[config.mk]
export PLATFORM = sky130hd
export DESIGN_NAME = phl_ctrl
export DESIGN_NICKNAME = d
export VERILOG_FILES = /design/src/rtl/phl_pkg.sv /design/src/rtl/phl_ctrl.sv /design/src/rtl/phl_edge_det.sv /design/src/rtl/phl_in_latch.sv
export VERILOG_INCLUDE_DIRS = /design/src /design/src/rtl
export SDC_FILE = /design/constraint.sdc
export NUM_CORES = 1
export LEC_CHECK = 0
export BUFFER_PORTS_ARGS = -buffer_cell sky130_fd_sc_hd__buf_2
export CAP_MARGIN = 15
export CORE_ASPECT_RATIO = 1.1
export CORE_UTILIZATION = 45
export DETAILED_ROUTE_END_ITERATION = 8
export PLACE_DENSITY = 0.8
export SLEW_MARGIN = 25
export SYNTH_ARGS = -nofsm -noshare
export SYNTH_HDL_FRONTEND = slang
export SYNTH_SLANG_ARGS = --single-unit
[constraint.sdc]
create_clock -name clk_i -period 2.7 [get_ports clk_i]
set_input_delay 0.405 -clock clk_i [delete_from_list [all_inputs] [get_ports clk_i]]
set_output_delay 0.405 -clock clk_i [all_outputs]
set_load 0.03 [all_outputs]
[src/rtl/phl_cfg.svh]
/*
 * Constants of the peripheral handshake and latch control block:
 * register select codes, field positions, mode codes and reset values.
 * Assumes it is included by its bare name from the package and modules.
 */
`ifndef PHL_CFG_SVH
`define PHL_CFG_SVH

// ----------------------------------------------------------------------
// Register select codes
// ----------------------------------------------------------------------
`define PHL_RS_W 4
`define PHL_OFS_OUT_B 4'h0
`define PHL_OFS_OUT_A 4'h1
`define PHL_OFS_AFC 4'hb
`define PHL_OFS_PLC 4'hc
`define PHL_OFS_FLG 4'hd
`define PHL_OFS_OUT_A_QUIET 4'hf

// ----------------------------------------------------------------------
// Field positions
// ----------------------------------------------------------------------
`define PHL_FLG_A_AUX 0
`define PHL_FLG_A_EDGE 1
`define PHL_FLG_B_AUX 3
`define PHL_FLG_B_EDGE 4
`define PHL_PLC_A_SEL 0
`define PHL_PLC_A_MSB 3
`define PHL_PLC_A_LSB 1
`define PHL_PLC_B_SEL 4
`define PHL_PLC_B_MSB 7
`define PHL_PLC_B_LSB 5
`define PHL_AFC_A_LATCH 0
`define PHL_AFC_B_LATCH 1
`define PHL_AFC_SR_MSB 4
`define PHL_AFC_SR_LSB 2
`define PHL_MODE_OUT 2
`define PHL_MODE_POS 1
`define PHL_MODE_IND 0

// ----------------------------------------------------------------------
// Output mode codes (low two bits, top bit set) and reset values
// ----------------------------------------------------------------------
`define PHL_OM_HANDSHAKE 2'h0
`define PHL_OM_PULSE 2'h1
`define PHL_OM_LOW 2'h2
`define PHL_OM_HIGH 2'h3
`define PHL_SR_OFF 3'h0
`define PHL_PLC_RST 8'h00
`define PHL_AFC_RST 8'h00
`define PHL_AUX_IDLE 1'b1
`define PHL_BYTE_ZERO 8'h00

`endif

[src/rtl/phl_pkg.sv]
/*
 * Types shared by the peripheral handshake and latch control block.
 * Assumes phl_cfg.svh is on the include path.
 */
`include "phl_cfg.svh"

package phl_pkg;

    // One register access per cycle while sel is high
    typedef struct packed {
        logic sel;
        logic rd;
        logic [`PHL_RS_W-1:0] rs;
        logic [7:0] wdata;
    } phl_bus_s;

    // The four control lines as seen at the pins
    typedef struct packed {
        logic b_aux;
        logic a_aux;
        logic b_edge;
        logic a_edge;
    } phl_lines_s;

endpackage

[src/rtl/phl_ctrl.sv]
/*
 * Peripheral handshake and latch control: four control lines, their
 * interrupt flags, the four auxiliary output modes and port input latching.
 * Assumes one register access per cycle on bus_i, port direction and
 * port B output register values supplied from outside, and that the
 * shift register drives the port B auxiliary line while it is enabled.
 */
// Functional notes
// RULE1 - Port A edge flag sets on fall when its select is 0, rise when 1
// RULE2 - Port A aux input mode: middle mode bit picks rising or falling edge
// RULE3 - Dependent port A aux input: any port A register access clears flag; the code does not clear it on the no-handshake alias
// RULE4 - Independent port A aux input: only writing 1 to its flag clears it
// RULE5 - Port A mode 100: low on port A access, high on edge input event
// RULE6 - Port A mode 101: low exactly one cycle after a port A access
// RULE7 - Port A mode 110 holds low, mode 111 holds high
// RULE8 - Port B edge flag follows select polarity, port B access clears it
// RULE9 - Port B edge flag still sets while the shift register uses the pin
// RULE10 - Port B aux mode field drives the line only with shifting disabled
// RULE11 - Port B aux input mode picks edge polarity with its middle bit
// RULE12 - Dependent port B aux input cleared by port B access, else untouched
// RULE13 - Port B mode 100: low on port B write, high on edge line event
// RULE14 - Port B mode 101: one-cycle low pulse after write only
// RULE15 - Port B mode 110 holds low, mode 111 holds high
// RULE16 - Enabled port A latch captures pins when edge flag sets, holds while set
// RULE17 - Aux control bit 0 enables port A latching, else latch is transparent
// RULE18 - Port A reads always return latch contents, even for output pins
// RULE19 - Aux control bit 1 gives port B the same latching and reads
// RULE20 - Port B latch takes pin for inputs, output register bit for outputs
// RULE21 - Flags sit at bits 0, 1, 3 and 4 of the flag register
// RULE22 - Flag register write clears set flags written 1; a new set wins
// RULE23 - Edges found by comparing each clocked sample with the previous one
// RULE24 - Reset clears both control registers
module phl_ctrl (
    input wire logic clk_i,
    input wire logic rst_i,
    input phl_pkg::phl_bus_s bus_i,
    output logic [7:0] rdata_o,
    input wire logic [7:0] port_a_pins_i,
    input wire logic [7:0] port_b_pins_i,
    input wire logic [7:0] port_b_output_register_i,
    input wire logic [7:0] port_b_dir_i,
    input phl_pkg::phl_lines_s lines_i,
    output logic port_a_aux_line_o,
    output logic port_a_aux_line_oe_o,
    output logic port_b_aux_line_o,
    output logic port_b_aux_line_oe_o,
    output logic [7:0] flags_o,
    output logic [7:0] peripheral_line_control_o,
    output logic [7:0] auxiliary_function_control_o
);
    import phl_pkg::*;

    // ------------------------------------------------------------------
    // Access decode
    // ------------------------------------------------------------------
    logic wr, out_a_acc, out_b_acc, out_b_wr, flg_wr, sr_on;
    logic [7:0] clr_bits;
    logic [7:0] plc_q, plc_d, afc_q, afc_d;

    assign wr = bus_i.sel & ~bus_i.rd;
    // The no-handshake alias of port A is left out on purpose
    assign out_a_acc = bus_i.sel && (bus_i.rs == `PHL_OFS_OUT_A);
    assign out_b_acc = bus_i.sel && (bus_i.rs == `PHL_OFS_OUT_B);
    assign out_b_wr = out_b_acc & ~bus_i.rd;
    assign flg_wr = wr && (bus_i.rs == `PHL_OFS_FLG);
    assign clr_bits = flg_wr ? bus_i.wdata : `PHL_BYTE_ZERO;
    assign sr_on = afc_q[`PHL_AFC_SR_MSB:`PHL_AFC_SR_LSB] != `PHL_SR_OFF;

    // ------------------------------------------------------------------
    // Control registers
    // ------------------------------------------------------------------
    always_comb begin
        plc_d = plc_q;
        afc_d = afc_q;
        if (wr && bus_i.rs == `PHL_OFS_PLC) begin
            plc_d = bus_i.wdata;
        end
        if (wr && bus_i.rs == `PHL_OFS_AFC) begin
            afc_d = bus_i.wdata;
        end
    end

    always_ff @(posedge clk_i) begin
        if (rst_i) begin
            plc_q <= `PHL_PLC_RST; // see RULE24
            afc_q <= `PHL_AFC_RST; // see RULE24
        end else begin
            plc_q <= plc_d;
            afc_q <= afc_d;
        end
    end

    // ------------------------------------------------------------------
    // Edge detection; index 0/1 edge lines A/B, 2/3 aux lines A/B
    // ------------------------------------------------------------------
    logic [3:0] rise, fall;

    phl_edge_det #(
        .N(4)
    ) u_edge (
        .clk_i(clk_i),
        .rst_i(rst_i),
        .line_i({lines_i.b_aux, lines_i.a_aux, lines_i.b_edge, lines_i.a_edge}),
        .rise_o(rise),
        .fall_o(fall)
    );

    // ------------------------------------------------------------------
    // Per-channel view, 0 = port A, 1 = port B
    // ------------------------------------------------------------------
    logic [2:0] mode [2];
    logic [1:0] sel, acc, trig, own, clr_edge, clr_aux;
    wire [1:0] edge_flag, aux_flag, aux_out, aux_oe;

    assign mode[0] = plc_q[`PHL_PLC_A_MSB:`PHL_PLC_A_LSB];
    assign mode[1] = plc_q[`PHL_PLC_B_MSB:`PHL_PLC_B_LSB];
    assign sel = {plc_q[`PHL_PLC_B_SEL], plc_q[`PHL_PLC_A_SEL]};
    assign acc = {out_b_acc, out_a_acc};
    // Port B handshakes start on writes only; port A on reads and writes
    assign trig = {out_b_wr, out_a_acc}; // see RULE13 see RULE14
    assign own = {~sr_on, 1'b1}; // see RULE10
    assign clr_edge = {clr_bits[`PHL_FLG_B_EDGE], clr_bits[`PHL_FLG_A_EDGE]};
    assign clr_aux = {clr_bits[`PHL_FLG_B_AUX], clr_bits[`PHL_FLG_A_AUX]};

    for (genvar c = 0; c < 2; c++) begin : g_ch
        logic edge_ev, aux_ev;
        logic ef_q, ef_d, af_q, af_d, ao_q, ao_d, oe_q, oe_d;

        // The edge pin flags even while it carries the shift clock
        assign edge_ev = sel[c] ? rise[c] : fall[c]; // see RULE1 see RULE8 see RULE9
        assign aux_ev = ~mode[c][`PHL_MODE_OUT]
            & (mode[c][`PHL_MODE_POS] ? rise[c+2] : fall[c+2]); // see RULE2 see RULE11

        always_comb begin
            // Set is ored in last, so a clear in the same cycle cannot lose it
            ef_d = edge_ev | (ef_q & ~(acc[c] | clr_edge[c])); // see RULE8 see RULE22
            af_d = aux_ev | (af_q & ~((acc[c] & ~mode[c][`PHL_MODE_IND])
                | clr_aux[c])); // see RULE3 see RULE4 see RULE12 see RULE22
            oe_d = mode[c][`PHL_MODE_OUT] & own[c]; // see RULE10
            ao_d = `PHL_AUX_IDLE;
            if (mode[c][`PHL_MODE_OUT]) begin
                unique case (mode[c][1:0])
                    `PHL_OM_HANDSHAKE: begin
                        // A new access beats a coincident edge: data is pending
                        if (trig[c]) begin
                            ao_d = 1'b0; // see RULE5 see RULE13
                        end else if (edge_ev) begin
                            ao_d = 1'b1; // see RULE5 see RULE13
                        end else begin
                            ao_d = ao_q;
                        end
                    end
                    `PHL_OM_PULSE: ao_d = ~trig[c]; // see RULE6 see RULE14
                    `PHL_OM_LOW: ao_d = 1'b0; // see RULE7 see RULE15
                    `PHL_OM_HIGH: ao_d = 1'b1; // see RULE7 see RULE15
                endcase
            end
        end

        always_ff @(posedge clk_i) begin
            if (rst_i) begin
                ef_q <= 1'b0;
                af_q <= 1'b0;
                ao_q <= `PHL_AUX_IDLE;
                oe_q <= 1'b0;
            end else begin
                ef_q <= ef_d;
                af_q <= af_d;
                ao_q <= ao_d;
                oe_q <= oe_d;
            end
        end

        assign edge_flag[c] = ef_q;
        assign aux_flag[c] = af_q;
        assign aux_out[c] = ao_q;
        assign aux_oe[c] = oe_q;
    end

    // ------------------------------------------------------------------
    // Input latches
    // ------------------------------------------------------------------
    logic [7:0] a_latch, b_latch, b_src;

    // Output pins report what the output register drives, not the wire
    assign b_src = (port_b_dir_i & port_b_output_register_i)
        | (~port_b_dir_i & port_b_pins_i); // see RULE20

    phl_in_latch #(
        .W(8)
    ) u_latch_a (
        .clk_i(clk_i),
        .rst_i(rst_i),
        .en_i(afc_q[`PHL_AFC_A_LATCH]), // see RULE17
        .hold_i(edge_flag[0]),
        .data_i(port_a_pins_i),
        .latch_o(a_latch)
    );

    phl_in_latch #(
        .W(8)
    ) u_latch_b (
        .clk_i(clk_i),
        .rst_i(rst_i),
        .en_i(afc_q[`PHL_AFC_B_LATCH]), // see RULE19
        .hold_i(edge_flag[1]),
        .data_i(b_src),
        .latch_o(b_latch)
    );

    // ------------------------------------------------------------------
    // Read data
    // ------------------------------------------------------------------
    logic [7:0] rdata_q, rdata_d, flags;

    always_comb begin
        flags = `PHL_BYTE_ZERO;
        flags[`PHL_FLG_A_AUX] = aux_flag[0]; // see RULE21
        flags[`PHL_FLG_A_EDGE] = edge_flag[0]; // see RULE21
        flags[`PHL_FLG_B_AUX] = aux_flag[1]; // see RULE21
        flags[`PHL_FLG_B_EDGE] = edge_flag[1]; // see RULE21
    end

    always_comb begin
        rdata_d = `PHL_BYTE_ZERO;
        if (bus_i.sel && bus_i.rd) begin
            unique case (bus_i.rs)
                `PHL_OFS_OUT_A, `PHL_OFS_OUT_A_QUIET: rdata_d = a_latch; // see RULE18
                `PHL_OFS_OUT_B: rdata_d = b_latch; // see RULE19
                `PHL_OFS_PLC: rdata_d = plc_q;
                `PHL_OFS_AFC: rdata_d = afc_q;
                `PHL_OFS_FLG: rdata_d = flags;
                default: rdata_d = `PHL_BYTE_ZERO;
            endcase
        end
    end

    always_ff @(posedge clk_i) begin
        if (rst_i) begin
            rdata_q <= `PHL_BYTE_ZERO;
        end else begin
            rdata_q <= rdata_d;
        end
    end

    assign rdata_o = rdata_q;
    assign flags_o = flags;
    assign port_a_aux_line_o = aux_out[0];
    assign port_a_aux_line_oe_o = aux_oe[0];
    assign port_b_aux_line_o = aux_out[1];
    assign port_b_aux_line_oe_o = aux_oe[1];
    assign peripheral_line_control_o = plc_q;
    assign auxiliary_function_control_o = afc_q;

endmodule // phl_ctrl

[src/rtl/phl_edge_det.sv]
/*
 * Sampled edge detector for N control lines.
 * Assumes inputs are already synchronous to clk_i.
 */
module phl_edge_det #(
    parameter int N = 4
) (
    input wire logic clk_i,
    input wire logic rst_i,
    input wire logic [N-1:0] line_i,
    output logic [N-1:0] rise_o,
    output logic [N-1:0] fall_o
);

    logic [N-1:0] smp_q, smp_d, prev_q, prev_d;

    // ------------------------------------------------------------------
    // Sample and previous sample
    // ------------------------------------------------------------------
    always_comb begin
        smp_d = line_i;
        prev_d = smp_q;
    end

    always_ff @(posedge clk_i) begin
        if (rst_i) begin
            // Reset both to idle high so a high line at release reads as no edge; a low one reads as a fall
            smp_q <= '1;
            prev_q <= '1;
        end else begin
            smp_q <= smp_d;
            prev_q <= prev_d;
        end
    end

    for (genvar i = 0; i < N; i++) begin : g_line
        assign rise_o[i] = smp_q[i] & ~prev_q[i]; // see RULE23
        assign fall_o[i] = ~smp_q[i] & prev_q[i]; // see RULE23
    end

endmodule // phl_edge_det

[src/rtl/phl_in_latch.sv]
/*
 * Input latch for one port: transparent while disabled or not holding,
 * frozen while enabled and holding.
 * Assumes hold_i is the port's edge flag register.
 */
module phl_in_latch #(
    parameter int W = 8
) (
    input wire logic clk_i,
    input wire logic rst_i,
    input wire logic en_i,
    input wire logic hold_i,
    input wire logic [W-1:0] data_i,
    output logic [W-1:0] latch_o
);

    logic [W-1:0] latch_q, latch_d;

    always_comb begin
        // While the flag is clear the latch follows, so it holds the value of
        // the very cycle in which the flag sets
        latch_d = (en_i && hold_i) ? latch_q : data_i; // see RULE16
    end

    always_ff @(posedge clk_i) begin
        if (rst_i) begin
            latch_q <= '0;
        end else begin
            latch_q <= latch_d;
        end
    end

    assign latch_o = latch_q;

endmodule // phl_in_latch

==> results.sh <==
export IMPL_ios=88
export IMPL_synth_top_cell_area_share=0.460
export IMPL_p_int_w=0.00111
export IMPL_core_area_um2=5100
export IMPL_fmax_mhz=627
export IMPL_reg2regPathDepth=4
export IMPL_clock_skew_ps=10.7
export IMPL_outcome="finished, final reports clean"
export IMPL_power_w=0.00151
export IMPL_crit_buf_inv=1
export IMPL_slew_viol_final=0
export IMPL_ys_flop_type="dfxtp_1"
export IMPL_hold_violations=0
export IMPL_routed_via_count=2199
export IMPL_dr_pass1_iters=5
export IMPL_seq_area_frac_synth=0.460
export IMPL_min_period_ps=1600
export IMPL_yosys_cell_types_count=36
export IMPL_port_buffers=83
export IMPL_antenna_left=0
export IMPL_wire_per_inst_um=14.1
export IMPL_cp_required_ps=2300
export IMPL_routed_wl_um=5850
export IMPL_synth_seq_cells=56
export IMPL_syn_to_final_growth_pct=19.9
export IMPL_dpl_cell_area_um2=2830
export IMPL_antenna_found_initial=0
export IMPL_numCtsBuffers=5
export IMPL_worst_path_largest_cell_delay_ps=600
export IMPL_via_per_inst=5.30
export IMPL_cts_resized=0
export IMPL_post_cts_setup_buffers=0
export IMPL_tns_ps=0
export IMPL_place_gp_congestion=0.847
export IMPL_crit_slowest_cell="dfxtp_1"
export IMPL_nets=394
export IMPL_hold_class="input port to flip-flop"
export IMPL_insertedDiodeCount=0
export IMPL_layout_drive_gt1_share=0.327
export IMPL_path_cells="buf_2"
export IMPL_clockBufferDepth=2
export IMPL_vdd_drop_max_v=0.000213
export IMPL_rsz0062_at_grt="no"
export IMPL_yosys_warnings=0
export IMPL_final_core_util=0.573
export IMPL_htreeDepth=2
export IMPL_start_kind="flip-flop"
export IMPL_initial_core_util=0.478
export IMPL_grtUsageTotal=0.208
export IMPL_grt_max_degree=36
export IMPL_p_leak_nw=1.26
export IMPL_grt_overflow_total=0
export IMPL_grt_pass1_vias=1926
export IMPL_num_rows=27
export IMPL_switching_share=0.262
export IMPL_fin_crit_sh=0.591
export IMPL_synth_largest_area_cell="dfxtp_1"
export IMPL_grt_pass1_wl_um=9230
export IMPL_clock_sinks=56
export IMPL_yosysMostFrequentCell="dfxtp_1"
export IMPL_place_inst=407
export IMPL_crit_cells=1
export IMPL_yosys_top_cells_count="dfxtp_1, nor2_1, nand2_1"
export IMPL_power_density_nw_per_um2=516
export IMPL_dieArea_um2=5710
export IMPL_cp_top_family="flip-flops"
export IMPL_relSlewSlack=0.530
export IMPL_hold_path_depth=2
export IMPL_place_hpwl_um=4460
export IMPL_drt_iter0_markers=155
export IMPL_synth_area_um2=2440
export IMPL_synth_edf_count=0
export IMPL_fin_area_um2=2920
export IMPL_critPathMaxFanout=12
export IMPL_fill_cells=479
export IMPL_final_cells=415
export IMPL_path_clk_slew_ps=100
export IMPL_die_w_um=72.2
export IMPL_die_y_um=79.2
export IMPL_maxCapViolations=0
export IMPL_power_frac_clock=0.311
export IMPL_cts_hold_buffers_added=0
export IMPL_postSynthCellCount=270
export IMPL_seqPwrFrac=0.580
export IMPL_worstSetupPathType="flip-flop to primary output"
export IMPL_share_comb_of_total_power=0.109
export IMPL_finalSetupViolations=0
export IMPL_tightest_slew_ps=702
export IMPL_clock_latency_ps=310
export IMPL_synthArstFlopShare=0
export IMPL_netlist_top_cells_area="dfxtp_1, mux2i_1, a21oi_1"
export IMPL_root_buffer="clkbuf_8"
export IMPL_syn_area_per_cell_um2=9.02
export IMPL_switchingPower_w=0.000394
export IMPL_crit_path_end_kind="primary output"
export IMPL_cp_arrival_ps=1190
export IMPL_drc=0
export IMPL_cts_tree="built"
-- per-stage QoR --
step | hold WS (ps) | setup slack [ps]
floorplan | 432 | 1260
global placement | 442 | 909
detailed placement | 447 | 842
CTS | 257 | 1100
global route | 262 | 1010
finish | 263 | 1100
-- power by group through the flow --
| stage | clock network (W) | logic [W] | registers, W |
|---|---|---|---|
| after global routing | 0.000516 | 0.000179 | 0.000877 |
| after global placement | 0 | 0.000160 | 0.000891 |
| final | 0.000469 | 0.000164 | 0.000874 |
| after floorplan | 0 | 0.000109 | 0.000886 |
| after detailed placement | 0 | 0.000164 | 0.000892 |
| after CTS | 0.000475 | 0.000164 | 0.000873 |
-- logic make-up after synthesis --
| kind of cell | count (synthesis) | share of synthesized area |
|---|---|---|
| AND/OR/NAND/NOR | 109 | 0.225 |
| AO/OA/AOI/OAI | 57 | 0.158 |
| flip-flops | 56 | 0.460 |
| buffers and inverters | 25 | 0.0621 |
| multiplexers | 22 | 0.0924 |
| other | 1 | 0.00154 |
-- registers in the layout, indices dropped and copies added (netlist names) --
| signal | count |
|---|---|
| u_latch_a.latch_o | 8 |
| g_ch.ef_q | 2 |
| auxiliary_function_control_o | 8 |
| u_edge.prev_d | 4 |
| peripheral_line_control_o | 8 |
| g_ch.af_q | 2 |
| rdata_o | 8 |
| port_b_aux_line_o | 1 |
| u_latch_b.latch_o | 8 |
| port_a_aux_line_o | 1 |
| u_edge.prev_q | 4 |
| port_a_aux_line_oe_o | 1 |
| port_b_aux_line_oe_o | 1 |
-- cell usage in the layout (no fill, tap or decap), types with 2 or more instances in the layout --
cell type,instances
nand2b_1,2
conb_1,4
nand3_1,22
buf_2,83
or3b_2,2
dfxtp_1,56
a222oi_1,4
nor2_1,29
nor2b_1,3
or2_2,8
mux2i_1,18
nand4b_1,3
a22o_1,8
mux2_2,4
clkbuf_8,5
inv_6,2
o21ai_0,4
a22oi_1,4
a211oi_1,8
nor3_1,3
nand2_1,26
nand3b_1,4
buf_4,3
a21oi_1,22
a31oi_1,4
-- path summary, 6_finish.rpt --
path,start,to,slack [ps]
worst min register to register,u_latch_a.latch_o[2],rdata_o[2],460
worst max-delay path,g_ch[0].ef_q,flags_o[1],1100
worst max register to register,peripheral_line_control_o[6],g_ch[1].af_q,1400
worst min-delay path,lines_i[3],u_edge.prev_d[3],260
-- routing by layer --
| metal | vias up | share of wire | GRT usage | wire [µm] |
|---|---|---|---|---|
| li1 | 1089 | - | - | - |
| met1 | 1004 | 0.45 | 0.270 | 2620 |
| met2 | 97 | 0.46 | 0.343 | 2720 |
| met3 | 9 | 0.069 | 0.0431 | 406 |
| met4 | 0 | 0.017 | 0.0667 | 98 |
| met5 | - | 0 | 0 | 0 |
-- cell type report --
type	count	area, µm²	share of cell area
Multi-Input combinational cell	192	1170	0.402
Sequential cell	56	1120	0.384
Timing Repair Buffer	86	438	0.150
Tap cell	72	90.1	0.0308
Clock buffer	5	68.8	0.0236
Clock inverter	3	25.0	0.00857
Inverter	1	3.75	0.00128
(Power assumes the default switching activity.)
